<file path="src/hpvol_pkg.sv">
// shared constants for the headphone volume slew control block
`default_nettype none
package hpvol_pkg;
    localparam int unsigned CLK_HZ        = 100_000_000;
    localparam int unsigned ZC_TIMEOUT_MS = 100;
    localparam int unsigned ZC_TIMEOUT_CYC = CLK_HZ / 1000 * ZC_TIMEOUT_MS;
    localparam int unsigned SHORT_MS      = 100;
    localparam int unsigned SHORT_CYC     = CLK_HZ / 1000 * SHORT_MS;
    localparam int unsigned STEP_US       = 100;
    localparam int unsigned STEP_CYC      = CLK_HZ / 1000000 * STEP_US;

    localparam logic [5:0] GAIN_MUTE = 6'h00;
    localparam logic [5:0] GAIN_MAX  = 6'h3F;

    // register offsets (byte addresses, word aligned except REG_BIAS at byte 1 of the REG_MIC word)
    localparam logic [3:0] REG_VOLUME = 4'h0;
    localparam logic [3:0] REG_CTRL   = 4'h4;
    localparam logic [3:0] REG_MIC    = 4'h8;
    localparam logic [3:0] REG_BIAS   = 4'h9;
    localparam logic [3:0] REG_STATUS = 4'hC;

    // ctrl fields
    localparam int unsigned CTRL_EN     = 0;
    localparam int unsigned CTRL_SLEW_N = 1;
    localparam int unsigned CTRL_ZC_N   = 2;
    localparam int unsigned CTRL_IRQ    = 3;
    localparam logic [2:0]  CTRL_RST    = 3'h0;
    localparam logic [2:0]  BIAS_RST    = 3'h0;

    typedef enum logic [3:0] {
        HP_OFF  = 4'b0001,
        HP_UP   = 4'b0010,
        HP_RUN  = 4'b0100,
        HP_DOWN = 4'b1000
    } hpvol_state_t;
endpackage
`default_nettype wire

</file>
<file path="src/hpvol_ctrl.sv">
// headphone volume slewing, short, rail and mic setting control
//
// Decided for this implementation: the Avalon-MM slave port and the register offsets.
`default_nettype none
module hpvol_ctrl #(
    parameter int unsigned ZC_CYC    = hpvol_pkg::ZC_TIMEOUT_CYC,
    parameter int unsigned SHORT_CY  = hpvol_pkg::SHORT_CYC,
    parameter int unsigned STEP_CY   = hpvol_pkg::STEP_CYC
) (
    input  wire logic        sys_clk,
    input  wire logic        srst,
    input  wire logic [3:0]  avs_address,
    input  wire logic        avs_read,
    input  wire logic        avs_write,
    input  wire logic [31:0] avs_writedata,
    input  wire logic [3:0]  avs_byteenable,
    output logic [31:0]      avs_readdata,
    output logic             avs_waitrequest,
    input  wire logic        zero_cross_in,
    input  wire logic        left_low_load,
    input  wire logic        right_low_load,
    input  wire logic        out_above_thresh,
    output logic [5:0]       gain_code,
    output logic             output_enable,
    output logic             left_enable,
    output logic             right_output_enable,
    output logic             high_rails,
    output logic             mic_gain_24db,
    output logic [2:0]       mic_bias_sel,
    output logic             irq_out,
    output logic             irq_oe_n
);
    localparam logic [31:0] ZC_LIM = 32'(ZC_CYC);
    localparam logic [31:0] SH_LIM = 32'(SHORT_CY);
    localparam logic [31:0] ST_LIM = 32'(STEP_CY);

    typedef struct packed {
        hpvol_pkg::hpvol_state_t st;
        logic [5:0]  target;
        logic [5:0]  gain;
        logic [2:0]  ctrl;
        logic        irq_req;
        logic        mic24;
        logic [2:0]  bias;
        logic [31:0] zc_cnt;
        logic [31:0] step_cnt;
        logic [31:0] sh_l;
        logic [31:0] sh_r;
        logic        short_l;
        logic        short_r;
        logic [1:0]  zc_sync;
        logic [1:0]  ll_sync;
        logic [1:0]  rl_sync;
        logic [1:0]  th_sync;
        logic        zc_prev;
        logic        rails;
        logic        ack;
        logic [31:0] rdata;
    } hpvol_regs_t;

    hpvol_regs_t s_q;
    hpvol_regs_t s_d;

    function automatic logic [5:0] step_toward(input logic [5:0] cur,
                                               input logic [5:0] tgt);
        if (cur < tgt) begin
            step_toward = cur + 6'h01;
        end else if (cur > tgt) begin
            step_toward = cur - 6'h01;
        end else begin
            step_toward = cur;
        end
    endfunction

    logic        zc_edge;
    logic        slew_on;
    logic        zc_on;
    logic        tick;
    logic        zc_tmo;
    logic        may_apply;
    logic        req;
    logic        wr_go;
    logic [5:0]  goal;

    always_comb begin
        s_d = s_q;
        req = (avs_read | avs_write) & ~s_q.ack;
        // writes land on the edge where waitrequest is seen low, not before
        wr_go = avs_write & s_q.ack;
        // pins pass two flops before use
        s_d.zc_sync = {s_q.zc_sync[0], zero_cross_in};
        s_d.ll_sync = {s_q.ll_sync[0], left_low_load};
        s_d.rl_sync = {s_q.rl_sync[0], right_low_load};
        s_d.th_sync = {s_q.th_sync[0], out_above_thresh};
        s_d.zc_prev = s_q.zc_sync[1];
        zc_edge = s_q.zc_sync[1] ^ s_q.zc_prev;
        slew_on = ~s_q.ctrl[hpvol_pkg::CTRL_SLEW_N];
        zc_on   = ~s_q.ctrl[hpvol_pkg::CTRL_ZC_N];
        // count-based timers on sys_clk only
        tick   = (s_q.step_cnt >= ST_LIM - 32'd1);
        zc_tmo = (s_q.zc_cnt >= ZC_LIM - 32'd1);
        s_d.step_cnt = tick ? 32'd0 : s_q.step_cnt + 32'd1;
        s_d.zc_cnt = zc_tmo ? s_q.zc_cnt : s_q.zc_cnt + 32'd1;
        s_d.rails = s_q.th_sync[1];
        // bus
        s_d.ack = req;
        s_d.rdata = 32'h0000_0000;
        if (wr_go && avs_byteenable[0]) begin
            if (avs_address == hpvol_pkg::REG_VOLUME) begin
                s_d.target = avs_writedata[5:0];
            end else if (avs_address == hpvol_pkg::REG_CTRL) begin
                s_d.ctrl = avs_writedata[2:0];
                s_d.irq_req = avs_writedata[hpvol_pkg::CTRL_IRQ];
            end else if (avs_address == hpvol_pkg::REG_MIC) begin
                s_d.mic24 = avs_writedata[0];
            end
        end
        if (wr_go && avs_byteenable[1] &&
            avs_address == hpvol_pkg::REG_MIC) begin
            s_d.bias = avs_writedata[10:8];
        end
        if (req && avs_read) begin
            if (avs_address == hpvol_pkg::REG_VOLUME) begin
                s_d.rdata = {26'h0, s_q.target};
            end else if (avs_address == hpvol_pkg::REG_CTRL) begin
                s_d.rdata = {28'h0, s_q.irq_req, s_q.ctrl};
            end else if (avs_address == hpvol_pkg::REG_MIC) begin
                s_d.rdata = {21'h0, s_q.bias, 7'h0, s_q.mic24};
            end else if (avs_address == hpvol_pkg::REG_STATUS) begin
                // odd order kept: gain[0] sits above gain[5:1]
                s_d.rdata = {18'h0,
                             s_q.st,
                             s_q.rails,
                             s_q.short_r,
                             s_q.short_l,
                             s_q.gain[0],
                             s_q.gain[5:1],
                             1'b0};
            end
        end
        // short persistence per channel
        if (s_q.ll_sync[1]) begin
            if (s_q.sh_l >= SH_LIM - 32'd1) begin
                s_d.short_l = 1'b1;
            end else begin
                s_d.sh_l = s_q.sh_l + 32'd1;
            end
        end else begin
            s_d.sh_l = 32'd0;
        end
        if (s_q.rl_sync[1]) begin
            if (s_q.sh_r >= SH_LIM - 32'd1) begin
                s_d.short_r = 1'b1;
            end else begin
                s_d.sh_r = s_q.sh_r + 32'd1;
            end
        end else begin
            s_d.sh_r = 32'd0;
        end
        if (~s_q.ctrl[hpvol_pkg::CTRL_EN]) begin
            s_d.short_l = 1'b0;
            s_d.short_r = 1'b0;
        end
        // gain sequencing
        goal = s_q.target;
        if (s_q.st != hpvol_pkg::HP_RUN && s_q.st != hpvol_pkg::HP_UP) begin
            goal = hpvol_pkg::GAIN_MUTE;
        end
        may_apply = zc_on ? (zc_edge | zc_tmo) : 1'b1;
        if (slew_on) begin
            may_apply = may_apply & (zc_on ? 1'b1 : tick);
        end
        case (s_q.st)
            hpvol_pkg::HP_OFF: begin
                s_d.gain = hpvol_pkg::GAIN_MUTE;
                if (s_q.ctrl[hpvol_pkg::CTRL_EN]) begin
                    s_d.st = slew_on ? hpvol_pkg::HP_UP : hpvol_pkg::HP_RUN;
                    s_d.zc_cnt = 32'd0;
                end
            end
            hpvol_pkg::HP_UP, hpvol_pkg::HP_RUN: begin
                if (~s_q.ctrl[hpvol_pkg::CTRL_EN]) begin
                    s_d.st = slew_on ? hpvol_pkg::HP_DOWN : hpvol_pkg::HP_OFF;
                end else begin
                    if (s_q.gain == goal) begin
                        s_d.st = hpvol_pkg::HP_RUN;
                    end else if (may_apply) begin
                        s_d.zc_cnt = 32'd0;
                        if (slew_on) begin
                            s_d.gain = step_toward(s_q.gain, goal);
                        end else begin
                            s_d.gain = goal;
                        end
                    end
                end
            end
            hpvol_pkg::HP_DOWN: begin
                if (s_q.gain == hpvol_pkg::GAIN_MUTE) begin
                    s_d.st = hpvol_pkg::HP_OFF;
                end else if (may_apply) begin
                    s_d.zc_cnt = 32'd0;
                    s_d.gain = step_toward(s_q.gain, hpvol_pkg::GAIN_MUTE);
                end
            end
            default: begin
                s_d.st = hpvol_pkg::HP_OFF;
            end
        endcase
    end

    always_ff @(posedge sys_clk) begin
        if (srst) begin
            // counters, syncs and flags all start at zero
            s_q <= '{st:      hpvol_pkg::HP_OFF,
                     target:  hpvol_pkg::GAIN_MUTE,
                     gain:    hpvol_pkg::GAIN_MUTE,
                     ctrl:    hpvol_pkg::CTRL_RST,
                     bias:    hpvol_pkg::BIAS_RST,
                     default: '0};
        end else begin
            s_q <= s_d;
        end
    end

    assign avs_waitrequest = (avs_read | avs_write) & ~s_q.ack;
    assign avs_readdata = s_q.rdata;
    assign gain_code = s_q.gain;
    assign output_enable = (s_q.st != hpvol_pkg::HP_OFF);
    assign left_enable = output_enable & ~s_q.short_l;
    assign right_output_enable = output_enable & ~s_q.short_r;
    assign high_rails = s_q.rails;
    assign mic_gain_24db = s_q.mic24;
    assign mic_bias_sel = s_q.bias;
    assign irq_out = 1'b0;
    assign irq_oe_n = ~s_q.irq_req;

    a_mute_at_on: assert property (@(posedge sys_clk) disable iff (srst)
        $rose(output_enable) |-> gain_code == hpvol_pkg::GAIN_MUTE)
        else $error("gain not mute at output turn-on");
    a_single_step: assert property (@(posedge sys_clk) disable iff (srst)
        (~s_q.ctrl[hpvol_pkg::CTRL_SLEW_N] && output_enable &&
         $past(output_enable)) |->
        (gain_code == $past(gain_code) ||
         gain_code == $past(gain_code) + 6'h01 ||
         gain_code == $past(gain_code) - 6'h01))
        else $error("slew changed gain by more than one step");
    a_mute_at_off: assert property (@(posedge sys_clk) disable iff (srst)
        ($fell(output_enable) && $past(slew_on)) |->
        gain_code == hpvol_pkg::GAIN_MUTE)
        else $error("output disabled before mute");
    a_direct_jump: assert property (@(posedge sys_clk) disable iff (srst)
        (s_q.st == hpvol_pkg::HP_RUN && !slew_on && !zc_on &&
         s_q.ctrl[hpvol_pkg::CTRL_EN] && gain_code != s_q.target) |=>
        gain_code == $past(s_q.target))
        else $error("direct volume not applied next cycle");
    a_zc_gate: assert property (@(posedge sys_clk) disable iff (srst)
        (zc_on && !zc_edge && !zc_tmo && output_enable) |=>
        $stable(gain_code))
        else $error("gain changed without crossing or timeout");
    a_tmo_restart: assert property (@(posedge sys_clk) disable iff (srst)
        ($past(gain_code) != gain_code && $past(output_enable)) |->
        s_q.zc_cnt == 32'd0)
        else $error("timeout not restarted on gain change");
    a_short_one: assert property (@(posedge sys_clk) disable iff (srst)
        (s_q.short_l && !s_q.short_r && output_enable) |->
        (!left_enable && right_output_enable))
        else $error("short shut the wrong channel");
    a_rails_track: assert property (@(posedge sys_clk) disable iff (srst)
        $past(s_q.th_sync[1]) |-> high_rails)
        else $error("high rails not selected");
    a_short_time: assert property (@(posedge sys_clk) disable iff (srst)
        $rose(s_q.short_l) |-> $past(s_q.sh_l) == SH_LIM - 32'd1)
        else $error("short flagged before persistence time");

    a_short_r_time: assert property (
        @(posedge sys_clk) disable iff (srst)
        $rose(s_q.short_r) |-> $past(s_q.sh_r) == SH_LIM - 32'h0000_0001)
        else $error("right short flagged before persistence time");

    a_short_two: assert property (
        @(posedge sys_clk) disable iff (srst)
        (s_q.short_r && !s_q.short_l && output_enable) |->
        (left_enable && !right_output_enable))
        else $error("right short shut the wrong channel");

    a_rails_low: assert property (
        @(posedge sys_clk) disable iff (srst)
        !$past(s_q.th_sync[1]) |-> !high_rails)
        else $error("high rails kept without level");

    // off state always parks the gain at mute
    a_off_mute: assert property (
        @(posedge sys_clk) disable iff (srst)
        s_q.st == hpvol_pkg::HP_OFF |=> gain_code == hpvol_pkg::GAIN_MUTE)
        else $error("gain not parked at mute while off");

    a_slew_pace: assert property (
        @(posedge sys_clk) disable iff (srst)
        (slew_on && !zc_on && !tick && output_enable) |=>
        $stable(gain_code))
        else $error("slew stepped between pace ticks");

    // pin is only ever pulled low, never driven high
    a_irq_drive: assert property (
        @(posedge sys_clk) disable iff (srst)
        !irq_oe_n |-> !irq_out)
        else $error("interrupt driven high");

    a_mic_gain: assert property (
        @(posedge sys_clk) disable iff (srst)
        (wr_go && avs_byteenable[0] && avs_address == hpvol_pkg::REG_MIC)
        |=> mic_gain_24db == $past(avs_writedata[0]))
        else $error("mic gain write lost");

    a_bias_lane: assert property (
        @(posedge sys_clk) disable iff (srst)
        (wr_go && avs_byteenable[1] && avs_address == hpvol_pkg::REG_MIC)
        |=> mic_bias_sel == $past(avs_writedata[10:8]))
        else $error("bias write lost");

    a_vol_target: assert property (
        @(posedge sys_clk) disable iff (srst)
        (wr_go && avs_byteenable[0] && avs_address == hpvol_pkg::REG_VOLUME)
        |=> s_q.target == $past(avs_writedata[5:0]))
        else $error("volume target not taken");

    // bus answers after exactly one wait state
    a_wait_first: assert property (@(posedge sys_clk) disable iff (srst)
        (avs_read || avs_write) && !$past(avs_read || avs_write) |->
        avs_waitrequest)
        else $error("first request cycle not stalled");

    a_wait_once: assert property (@(posedge sys_clk) disable iff (srst)
        avs_waitrequest |=> !avs_waitrequest)
        else $error("more than one wait state");
endmodule
`default_nettype wire

</file>
<file path="config.mk">
export PLATFORM = sky130hd
export DESIGN_NAME = hpvol_ctrl
export DESIGN_NICKNAME = d
export VERILOG_FILES = /design/src/hpvol_pkg.sv /design/src/hpvol_ctrl.sv
export SDC_FILE = /design/constraint.sdc
export NUM_CORES = 1
export LEC_CHECK = 0
export BUFFER_PORTS_ARGS = -buffer_cell sky130_fd_sc_hd__clkbuf_2
export CAP_MARGIN = 20
export CORE_MARGIN = 3
export CORE_UTILIZATION = 45
export DETAILED_ROUTE_END_ITERATION = 8
export PLACE_DENSITY = 0.62
export SYNTH_ARGS = -nofsm -noshare
export SYNTH_HDL_FRONTEND = slang
export SYNTH_SLANG_ARGS = --single-unit
export TNS_END_PERCENT = 5
</file>
<file path="constraint.sdc">
create_clock -name sys_clk -period 8.95 [get_ports sys_clk]
set_clock_uncertainty 0.1 [all_clocks]
set_input_delay 0.4475 -clock sys_clk [delete_from_list [all_inputs] [get_ports sys_clk]]
set_output_delay 0.4475 -clock sys_clk [all_outputs]
set_load 0.1 [all_outputs]
</file>
=== Word level (Yosys, flattened, before mapping) ===
Cells that the tools add are included.

* Equal/unequal tests: 21
* Bitwise gates (word level): 19
* Reductions and logical operators: 24
* Mux-type cells: 33
* Add/subtract/negate cells: 6
* Magnitude comparators: 8

{| class="wikitable"
|+ Operator list
! operator !! number
|-
| $mux W32 || 6
|-
| $add A32 B1 Y32 const B || 4
|-
| $ge A32 B24 Y1 const B || 3
|-
| $pmux W32 S3 || 1
|-
| $mux W6 || 13
|-
| $ge A32 B14 Y1 const B || 1
|-
| $mux W11 || 2
|-
| $mux W4 || 5
|-
| $pmux W6 S3 || 1
|-
| $ne A2 B2 Y1 const B || 7
|-
| $eq A4 B4 Y1 const B || 3
|-
| $pmux W4 S3 || 1
|-
| $reduce_or A2 Y1 || 6
|-
| $not A1 Y1 || 11
|-
| $eq A4 B3 Y1 const B || 2
|-
| $reduce_and A8 Y1 || 1
|-
| $add A6 B1 Y6 const B || 1
|-
| $eq A6 B6 Y1 || 1
|-
| $gt A6 B1 Y1 const B || 1
|-
| $gt A6 B6 Y1 || 1
|-
| $logic_not A6 Y1 || 1
|-
| $lt A6 B1 Y1 const B || 1
|-
| $lt A6 B6 Y1 || 1
|-
| $ne A3 B3 Y1 const B || 2
|-
| other kinds (21) || 35
|}

* Output and inout port bits: 49
* Logic and storage cells: 135
* Input port bits: 48
* Bits in registers: 197

=== Logic depth before layout (Yosys ltp) ===
Gate-level depths: netlist of run 1.

* Depth after elaboration: 11
* Mapped depth: 13
* Mapped depth without buffers: 11

=== Worst setup path after synthesis of run 1 ===
OpenSTA, ideal clock, no wires.

* Kind: reg-to-reg
* Start point: reg s_q[194] (netlist bit)
* End point: reg s_q[163] (netlist bit)
* Required time: 8.722 ns
* Stages on the path, launching flop included: 14
* Setup time: 0.128 ns
* Arrival: 3.006 ns
* Path buffers: 2
* Clock period less this slack: 3.234 ns
* Path slack: 5.716 ns
* Cells stage by stage: dfxtp_1 -> xnor2_1 -> nor3_1 -> clkbuf_1 -> nand2_1 -> ha_1 -> and4_1 -> a31o_2 -> o21ai_1 -> a21boi_0 -> o32ai_1 -> o21ai_1 -> clkbuf_1 -> nor2_1

* Cells in the longest elaborated chain, start to end: 7
* Elaborated cells between the ends (all ways): 13
* Those cells by class: 7 x eq/ne; 4 x mux; 2 x reduce/logical

{| class="wikitable"
|+ RTL lines
! element !! line !! RTL
|-
| start, declared || hpvol_ctrl.sv:61 || <nowiki>hpvol_regs_t s_q;</nowiki>
|-
| start signal, assigned || hpvol_ctrl.sv:214 || <nowiki>s_q <= '{st: hpvol_pkg::HP_OFF,</nowiki>
|-
| $ne A4 B3 Y1 / $ne A4 B2 Y1 (equally long branches) || hpvol_ctrl.sv:166 || <nowiki>if (s_q.st != hpvol_pkg::HP_RUN && s_q.st != hpvol_pkg::HP_UP) begin</nowiki>
|-
| $logic_and A1 B1 Y1 || hpvol_ctrl.sv:166 ||
|-
| $mux W6 || hpvol_ctrl.sv:166 ||
|-
| $eq A6 B6 Y1 || hpvol_ctrl.sv:185 || <nowiki>if (s_q.gain == goal) begin</nowiki>
|-
| $mux W32 || hpvol_ctrl.sv:185 ||
|-
| $mux W32 || hpvol_ctrl.sv:182 || <nowiki>if (~s_q.ctrl[hpvol_pkg::CTRL_EN]) begin</nowiki>
|-
| $pmux W32 S3 (*) || hpvol_ctrl.sv:173 || <nowiki>case (s_q.st)</nowiki>
|}

Every way passes the cells marked *; elsewhere a longest branch is shown, timed or not.
A chain may end at the register's enable or synchronous reset.

=== Worst setup path after layout of run 1 ===
* Start point: reg s_q[194] (netlist bit)
* End point: reg s_q (netlist bit gain_code[0])

* Cells in the longest elaborated chain, start to end: 10
* Elaborated cells between the ends (all ways): 27
* Those cells by class: 2 x order compare; 14 x eq/ne; 7 x mux; 4 x reduce/logical

{| class="wikitable"
|+ RTL lines
! element !! line !! RTL
|-
| $ne A4 B3 Y1 / $ne A4 B2 Y1 (equally long branches) || hpvol_ctrl.sv:166 ||
|-
| $logic_and A1 B1 Y1 || hpvol_ctrl.sv:166 ||
|-
| $mux W6 || hpvol_ctrl.sv:166 ||
|-
| $lt A6 B6 Y1 || hpvol_ctrl.sv:66 || <nowiki>if (cur < tgt) begin</nowiki>
|-
| $mux W6 || hpvol_ctrl.sv:66 ||
|-
| $mux W6 || hpvol_ctrl.sv:189 || <nowiki>if (slew_on) begin</nowiki>
|-
| $mux W6 || hpvol_ctrl.sv:187 || <nowiki>end else if (may_apply) begin</nowiki>
|-
| $mux W6 || hpvol_ctrl.sv:185 ||
|-
| $mux W6 || hpvol_ctrl.sv:182 ||
|-
| $pmux W6 S3 || hpvol_ctrl.sv:173 ||
|}

Parallel ways exist; a longest one is shown, timed or not. The select of a mux whose other input is x is not followed.

==> results of run 1 <==
[registers in the layout, indices dropped and copies added, names as in the netlist]
signal,cells
s_q,148
avs_readdata,14
gain_code,6
s_d,6
mic_bias_sel,3
high_rails,1
mic_gain_24db,1
[routing by layer]
metal,up-vias,wire (µm),global-route usage [%]
met5,-,0,0
met4,0,159,5.54
met3,18,631,3.99
met2,115,6890,26.0
met1,2752,7470,22.9
li1,3104,-,-
[how the worst min path moves through the flow]
stage | slack, ns | depth (start not counted) | end
after global placement | 0.32 | 2 | s_q[168]$_SDFF_PP0_
after global routing | 0.13 | 2 | s_d[42]$_SDFF_PP0_
after CTS | 0.12 | 2 | s_d[36]$_SDFF_PP0_
final | 0.13 | 2 | s_d[36]$_SDFF_PP0_
after floorplan | 0.31 | 2 | s_q[166]$_SDFF_PP0_
after detailed placement | 0.32 | 2 | s_q[168]$_SDFF_PP0_
[metrics by stage]
step	total power, mW	utilization (%)
global route	1.66	51.8
floorplan	0.894	-
detailed placement	0.900	48.3
global placement	0.899	48.3
finish	1.61	51.8
CTS	1.62	51.8
[where the power goes]
| part | leakage [nW] | switching [mW] | internal, mW |
|---|---|---|---|
| clock | 0.284 | 0.308 | 0.415 |
| sequential | 1.45 | 0.00428 | 0.805 |
| combinational | 1.48 | 0.0611 | 0.0115 |
| total | 3.21 | 0.374 | 1.23 |
[cells by family (layout without fill, tap and decap cells)]
kind of cell | count (synthesis) | after routing | synth area share [%]
and+or+nand+nor | 402 | 402 | 25.3
DFF | 179 | 179 | 45.7
AOI/OAI and AO/OA | 119 | 119 | 10.5
buffers and inverters | 98 | 121 | 6.83
xor gates and xnor gates | 63 | 63 | 7.04
muxes | 20 | 20 | 2.57
adders and majority gates | 12 | 12 | 1.92
other | 1 | 37 | 0.0479
[final cells by class]
| cell class | count | share of cell area, % |
|---|---|---|
| Clock buffer | 22 | 5.56 |
| Multi-Input combinational cell | 653 | 44.2 |
| Clock inverter | 10 | 1.09 |
| Timing Repair Buffer | 59 | 3.56 |
| Sequential cell | 179 | 41.1 |
| Inverter | 30 | 1.29 |
| Tap cell | 220 | 3.16 |
[critical path: cells and delay by family (launching register included)]
family,cells,cell delay (ns)
and+or+nand+nor,3,0.48
AOI/OAI and AO/OA,6,1.33
buffers and inverters,2,0.41
xor gates and xnor gates,1,0.12
DFF,1,0.43
adders and majority gates,1,0.32
[layout by cell type, fill, tap and decap left out, types with 27 or more instances in the layout]
cell type / count
conb_1: 37
inv_1: 29
xnor2_1: 35
and2_1: 27
a21oi_1: 32
xor2_1: 28
nand3_1: 33
nand2_1: 68
clkbuf_2: 53
nor3_1: 28
nor2_1: 135
dfxtp_1: 179
==> summary.md, run 1 <==
| Metric | Value |
|---|---|
| Synth top cells by count | dfxtp_1 (179), nor2_1 (135), nand2_1 (68), buf_4 (42), xnor2_1 (35) |
| Placed standard-cell area | ~8100 µm² |
| Worst slew pin tran | about 0.90 ns |
| Fin area | 8720 µm² |
| CTS tree | yes |
| Top_reg_cell synth | dfxtp_1 |
| Flop-to-flop setup slack | ~5.6 ns |
| Hold Path Class | in -> reg |
| CTS resizes | 0 |
| Die area | around 19,000 µm² |
| DR iter-0 viols | 339 |
| Total number of vias | approximately 6,000 |
| Global-route wire length before repair | 25,900 µm |
| Slowest stage delay, CP | roughly 0.43 ns |
| Area contributors post-synth | dfxtp_1 (46%), nor2_1 (6.5%), buf_4 (4.0%) |
| Inst Count DP | around 1,100 |
| GRT overflow | 0 |
| Final worst-path cycle share | between 30% and 40% |
| Clock transition at the registers of the reported paths | roughly 0.07 ns |
| Rows | 47 |
| Maximum clock path buffer count | 2 |
| WL final | between 15,000 and 20,000 µm |
| Async SR Flop Fraction | 0% |
| Crit-path max FO | 13 |
| Vias in the first global route | between 5,000 and 6,000 |
| Hold Startpoint | out_above_thresh |
| CP endpoint | gain_code[0]$_SDFFE_PP0P_ |
| Synth unique cells | 66 |
| WP data arrival | around 3.5 ns |
| CP Capture Type | register |
| Layout net count | roughly 1,000 |
| Setup-failing EPs final | 0 |
| Max frequency | between 200 and 300 MHz |
| Synthesized flop and latch total | between 150 and 200 |
| Multi-input combinational cell area | 3850 µm² |
| WS Path Type | reg -> reg |
| Setup TNS | 0 ns |
| Worst path most repeated cell | buf_4 |
| Postcts setup bufs | 0 |
| Fin cells | ~1,200 |
| Status | completed |
| R2R depth | 13 |
| CP Cell Sequence | xnor2_1 > nor3_1 > buf_4 > nand2_1 > ha_1 > and4_1 > a31o_2 > o21ai_1 > a21boi_0 > o32ai_1 > buf_4 > a2111oi_0 > a211oi_1 |
| Syn_area_per_cell | 8.76 µm² |
| Starting Density | 46.6% |
| Synth Cell Area | slightly below 8000 µm² |
| Power Density | between 150 and 200 nW/µm² |
| Worst setup SP type | register |
| Layout cells sized above 1 | approximately 11% |
| Drt drc | 0 |
| Worst R2R Start | s_q[194]$_SDFFE_PP0P_ |
| Core area | approximately 17,000 µm² |
| Worst path required time | ~9 ns |
| Vias per inst | around 5.1 |
| Mapped Cells | approximately 890 |
| Unrepaired setup endpoints after global routing | no |
| Cts hold-fix bufs | 0 |
| Fin. max-slew vios | 0 |
| Seq/Total Area, Yosys | about 46% |
| Share of the synthesized area in the top cell type | a little under half |
| Largest net degree at the start of global routing | 38 |
| Reg2reg end | gain_code[0]$_SDFFE_PP0P_ |
| H-tree Lvls | 4 |
| Storage cell area | approximately 3600 µm² |
| Antenna violations before repair | 0 |
| Die H | roughly 140 µm |
| Mean routed wirelength per cell | 12.9 µm |
| Layout fillers | around 1,600 |
| Final GP Congestion | about 0.8 |
| Min Clock Period, post-route | 3.35 ns |
| Maximum vdd drop | ~0.14 mV |
| Setup Slack @ Placement | between 5 and 6 ns |
| Slowest cell on crit path | dfxtp_1 |
| Most frequent cell after synthesis | dfxtp_1 |
| Cell accounting for the most synthesized area | dfxtp_1 |
| All-Layer GR Usage | between 10% and 20% |
| DP HPWL | approximately 10,000 µm |
| Worst setup path startpoint | s_q[194]$_SDFFE_PP0P_ |
| IO Count | 97 |
| Post-route antenna net violation count | 0 |
| Input/output buffers | 52 |
| CTS Buf Count | 17 |
| Slew margin rel. | between 30 and 40% |
| Final hold viol count | 0 |
| Clock Latency Late Sink | about 0.42 ns |
| P_leak | roughly 3.2 nW |
| DRT Pass-1 Iters | 5 |
| EDFF count, synth | 0 |
| Die Width | between 100 and 150 µm |
| Fin Hold WS | approximately 0.13 ns |
| Max-cap viol count | 0 |
| CTS Sinks | between 150 and 200 |
| YS warnings | 0 |
| Area Growth Syn to Fin | 11.2% |
| Root buf cell | clkbuf_16 |
| Diodes inserted | 0 |
| Final WS setup | about 5.6 ns |
No activity file was read; power rests on OpenSTA's default activity.
==> inputs of run 2 (changes only) <==
- clock period: 8.95 -> 3.35 ns (I/O delays scaled with it)
==> summary.md, run 2 (same netlist as run 1, synthesis figures left out) <==
| Metric | Value |
|---|---|
| Status | completed |
| Power Density | between 400 and 500 nW/µm² |
| CP Capture Type | register |
| Vias per inst | about 5 |
| Most frequent cells in the layout | dfxtp_1 (179), nor2_1 (135), nand2_1 (68) |
| Setup Slack @ Placement | around 0.25 ns |
| Storage cell area | 3580 µm² |
| Final core occ | a little over half |
| Flop-to-flop setup slack | around 0.25 ns |
| H-tree Lvls | 4 |
| GRT overflow | 0 |
| Final worst-path cycle share | 92.6% |
| Slew margin rel. | between 30% and 40% |
| Total number of vias | around 6,100 |
| Root buf cell | clkbuf_16 |
| CTS tree | yes |
| Rows | 47 |
| Worst setup SP type | register |
| Worst setup path startpoint | s_q[194]$_SDFFE_PP0P_ |
| WS Path Type | reg -> reg |
| WL final | ~15,000 µm |
| Area Growth Syn to Fin | 16.1% |
| Drt drc | 0 |
| Setup TNS | 0 ns |
| WP data arrival | 3.31 ns |
| Starting Density | a little under half |
| Core area | about 17,000 µm² |
| Most common cell after layout, fill and taps aside | dfxtp_1 |
| Layout cells sized above 1 | between 10 and 15% |
| Global-route wire length before repair | ~27,000 µm |
| DP HPWL | between 10,000 and 15,000 µm |
| Mean routed wirelength per cell | 12.8 µm |
| Antenna violations before repair | 0 |
| Largest net degree at the start of global routing | 33 |
| Hold path cells | 4 |
| Min Clock Period, post-route | between 3 and 4 ns |
| Diodes inserted | 0 |
| DR iter-0 viols | roughly 350 |
| Worst R2R Start | s_q[194]$_SDFFE_PP0P_ |
| Max FFs per register | between 100 and 150 |
| Unrepaired setup endpoints after global routing | yes |
| P_leak | around 3.4 nW |
| Die area | ~19,000 µm² |
| Input/output buffers | 52 |
| Reg2reg end | gain_code[5]$_SDFFE_PP0P_ |
| IO Count | 97 |
| Maximum vdd drop | ~0.37 mV |
| Worst slew pin tran | ~0.9 ns |
| Layout fillers | 1,606 |
| All-Layer GR Usage | ~17% |
| Setup-failing EPs final | 0 |
| Post-route antenna net violation count | 0 |
| CTS Buf Count | 17 |
| Most flops, register | s_q |
| Maximum clock path buffer count | 2 |
| Crit-path max FO | 8 |
| Multi-input combinational cell area | between 3000 and 4000 µm² |
| R2R depth | 14 |
| Layout net count | between 1,000 and 1,500 |
| Final WS setup | about 0.25 ns |
| Clock transition at the registers of the reported paths | ~0.060 ns |
| DRT Pass-1 Iters | 4 |
| Max-cap viol count | 0 |
| CTS Sinks | around 180 |
| Hold Path Class | in -> reg |
| Max frequency | 322 MHz |
| Worst path required time | 3.55 ns |
| CP endpoint | gain_code[5]$_SDFFE_PP0P_ |
| Tot Pwr | about 4.5 mW |
| Clock Latency Late Sink | 0.42 ns |
| Die Width | between 100 and 150 µm |
| Final GP Congestion | 0.885 |
| Vias in the first global route | around 5,700 |
| Fin. max-slew vios | 0 |
| Die H | roughly 140 µm |
| Fin cells | roughly 1,200 |
| Final hold viol count | 0 |
| Inst Count DP | 1,159 |
run 2: worst max-delay path, stage by stage (launching register included):
cell      delay (ns)
dfxtp_1         0.32
xnor2_1         0.14
nor3_1          0.17
buf_4           0.18
nand2_1         0.06
ha_1            0.33
and4_1          0.26
a31o_2          0.26
o21ai_1         0.14
a21boi_1        0.17
o32ai_1         0.13
buf_2           0.21
buf_4           0.15
a21o_1          0.14
a32o_1          0.24
run 2: layout make-up:
| cell class | count | area share, % |
|---|---|---|
| inverter | 30 | 1.24 |
| clock inverter | 12 | 2.09 |
| clock buffer | 20 | 5.02 |
| tap | 220 | 3.03 |
| timing repair buffer | 93 | 6.66 |
| multi-input combinational | 653 | 42.6 |
| sequential | 179 | 39.4 |
run 2: layer usage:
| layer | vias to the layer above | share of wire, % | track usage (%) |
|---|---|---|---|
| met5 | - | 0 | 0 |
| met4 | 0 | 0.95 | 4.39 |
| met3 | 12 | 3.5 | 3.59 |
| li1 | 3174 | - | - |
| met1 | 2870 | 48 | 22.6 |
| met2 | 92 | 48 | 28.8 |
run 2: how the worst min path moves through the flow:
stage                            endpoint  slack [ns]        startpoint
2_1_floorplan          s_d[36]$_SDFF_PP0_        0.20  out_above_thresh
3_3_place_gp           s_d[42]$_SDFF_PP0_        0.28     zero_cross_in
3_5_place_dp           s_d[42]$_SDFF_PP0_        0.28     zero_cross_in
4_1_cts        avs_readdata[9]$_SDFF_PP0_       0.002    avs_address[0]
5_1_grt        avs_readdata[9]$_SDFF_PP0_        0.03    avs_address[0]
6_report       avs_readdata[9]$_SDFF_PP0_        0.02    avs_address[0]
run 2: stage by stage:
| step | cell area [µm²] | hold WS (ns) |
|---|---|---|
| final | 9100 | 0.0243 |
| after global routing | 9100 | 0.0337 |
| after CTS | 9080 | 0.00157 |
| after detailed placement | 8270 | 0.282 |
| after global placement | 8270 | 0.282 |
| after floorplan | 7970 | 0.196 |
run 2: power by group:
part / leakage (nW) / internal [mW] / switching (mW)
Clock: 0.317 / 1.31 / 0.838
Sequential: 1.45 / 2.15 / 0.0109
Combinational: 1.64 / 0.0442 / 0.167
Total: 3.41 / 3.50 / 1.02
run 2: timing repair:
action | 4_1_cts | 5_1_grt
gates resized for setup | 0 | 4
endpoints found under the hold margin | 21 | 0
hold buffers | 16 | 0
endpoints found under the setup margin | 0 | 4
setup buffers | 0 | 0
==> inputs of run 3 (changes only) <==
- CTS_BUF_LIST: unset -> sky130_fd_sc_hd__clkbuf_16
- REMOVE_ABC_BUFFERS: unset -> 1
- SKIP_CTS_REPAIR_TIMING: unset -> 1
==> summary.md, run 3 (same netlist as run 1, synthesis figures left out) <==
| Metric | Value |
|---|---|
| CTS Buf Count | 17 |
| Unrepaired setup endpoints after global routing | no |
| Layout fillers | roughly 1,600 |
| Slew margin rel. | between 40% and 50% |
| Worst slew pin tran | 0.814 ns |
| CP Cell Sequence | xnor2_1 > nor3_1 > buf_4 > nand2_1 > ha_1 > and4_1 > a31o_2 > o21ai_1 > a21boi_0 > o32ai_1 > buf_2 > o311ai_0 > o31ai_1 |
| CP endpoint | gain_code[2]$_SDFFE_PP0P_ |
| Largest net degree at the start of global routing | 33 |
| Clock Latency Late Sink | ~0.42 ns |
| P_leak | 3.34 nW |
| H-tree Lvls | 4 |
| Final core occ | between 50% and 60% |
| WP data arrival | ~3.2 ns |
| Multi-input combinational cell area | around 3900 µm² |
| Reg2reg end | gain_code[2]$_SDFFE_PP0P_ |
| Clock transition at the registers of the reported paths | around 0.070 ns |
| Global-route wire length before repair | approximately 26,000 µm |
| Met3 WL | approximately 540 µm |
| Max frequency | around 330 MHz |
| Final worst-path cycle share | around nine tenths |
| Maximum clock path buffer count | 2 |
| CTS Sinks | ~180 |
| Stages on worst setup path | 13 |
| Most flops, register | s_q |
| Placed standard-cell area | ~8200 µm² |
| Core area | between 15,000 and 20,000 µm² |
| Rows | 47 |
| Slowest stage delay, CP | about 0.35 ns |
| DP HPWL | approximately 11,000 µm |
| Starting Density | 46.6% |
| Maximum vdd drop | approximately 0.36 mV |
| CTS tree | yes |
| Most frequent cells in the layout | dfxtp_1 (178), nor2_1 (135), nand2_1 (68) |
| WL final | approximately 16,000 µm |
| Crit-path max FO | 8 |
| Met1 WL | between 7000 and 8000 µm |
| WS Path Type | reg -> reg |
| Mean routed wirelength per cell | between 10 and 15 µm |
| Storage cell area | around 3600 µm² |
| GRT overflow | 0 |
| Antenna violations before repair | 0 |
| IO Count | between 90 and 100 |
| Fin area | between 8000 and 9000 µm² |
| Max FFs per register | approximately 150 |
| Die H | 138 µm |
| Die area | 19,000 µm² |
| DR iter-0 viols | 362 |
| Total number of vias | 6,128 |
| Setup-failing EPs final | 0 |
| Worst setup path startpoint | s_q[195]$_SDFFE_PP0P_ |
| Hold Startpoint | avs_write |
| Worst setup SP type | register |
| Final hold viol count | 0 |
| Input/output buffers | 52 |
| Area Growth Syn to Fin | 14.4% |
| CP bufs+invs | 2 |
| Final WS setup | approximately 0.32 ns |
| R2R depth | 13 |
| Post-route antenna net violation count | 0 |
| Setup Slack @ Placement | around 0.17 ns |
| Max-cap viol count | 0 |
| Worst R2R Start | s_q[195]$_SDFFE_PP0P_ |
| DRT Pass-1 Iters | 5 |
| Layout net count | approximately 1,000 |
| Most common cell after layout, fill and taps aside | dfxtp_1 |
| Worst path required time | approximately 3.6 ns |
| Vias per inst | 5.09 |
| Status | completed |
| Drt drc | 0 |
| Diodes inserted | 0 |
| Tot Pwr | ~4.3 mW |
| All-Layer GR Usage | about 17% |
| Vias in the first global route | roughly 5,500 |
| Die Width | ~140 µm |
| Min Clock Period, post-route | a little over 3 ns |
| Wire length on met2 | around 7200 µm |
| Slowest cell on crit path | dfxtp_2 |
| Root buf cell | clkbuf_16 |
| Fin. max-slew vios | 0 |
| Top sig layer | met4 |
| CP Capture Type | register |
| Layout cells sized above 1 | between 10% and 20% |
| Hold Path Class | in -> reg |
| Power Density | about 480 nW/µm² |
| Final GP Congestion | 0.871 |
| CP top delay family | compound AO/OA/AOI/OAI gates |
| Flop-to-flop setup slack | 0.32 ns |
## run 3: changes by cell type in the layout (fill, tap and decap cells not counted), moves of 2 or more
cell	delta
buf_4	-3
bufinv_16	-3
clkbuf_8	-2
clkinv_2	+5
clkinvlp_4	+3
dlygate4sd3_1	-2
inv_6	-2
## run 3: area by class of cell
cell class | instances | area share, %
Clock buffer | 17 | 4.75
Inverter | 30 | 1.26
Tap cell | 220 | 3.07
Multi-Input combinational cell | 653 | 43.1
Sequential cell | 179 | 40.0
Clock inverter | 15 | 1.48
Timing Repair Buffer | 89 | 6.34
## run 3: worst min-delay path by stage
stage	end	slack, ns	cells after the start
finish	s_q[32]$_SDFF_PP0_	0.006	3
global route	s_q[32]$_SDFF_PP0_	0.02	3
CTS	s_d[42]$_SDFF_PP0_	-0.16	2
detailed placement	s_d[42]$_SDFF_PP0_	0.29	2
global placement	s_d[36]$_SDFF_PP0_	0.28	2
floorplan	s_q[195]$_SDFFE_PP0P_	0.14	1
## run 3: power breakdown
| part | leakage (nW) | switching (mW) | internal [mW] | total [mW] |
|---|---|---|---|---|
| Sequential | 1.45 | 0.0109 | 2.15 | 2.16 |
| Clock | 0.271 | 0.858 | 1.03 | 1.89 |
| Combinational | 1.62 | 0.166 | 0.0427 | 0.209 |
| Total | 3.34 | 1.03 | 3.22 | 4.26 |
## run 3: metal layers
layer / vias up / GRT usage (%)
met3: 19 / 3.48
met4: 0 / 5.82
met5: - / 0
li1: 3170 / -
met1: 2850 / 23.2
met2: 89 / 27.1
## run 3: worst reg2reg max path, stage by stage, from the launching register on
cell and delay, ns:
dfxtp_2 0.35, xnor2_1 0.14, nor3_1 0.15, buf_4 0.18
nand2_1 0.06, ha_1 0.30, and4_1 0.25, a31o_2 0.25
o21ai_1 0.15, a21boi_0 0.19, o32ai_1 0.12, buf_2 0.20
o311ai_0 0.34, o31ai_1 0.12
## run 3: stage by stage
stage          std cells  hold WS, ns  TNS (ns)
6_report            1203      0.00644         0
5_1_grt             1203       0.0231         0
4_1_cts             1187       -0.162         0
3_5_place_dp        1155        0.286         0
3_3_place_gp        1155        0.282         0
2_1_floorplan        862        0.137    -27.46
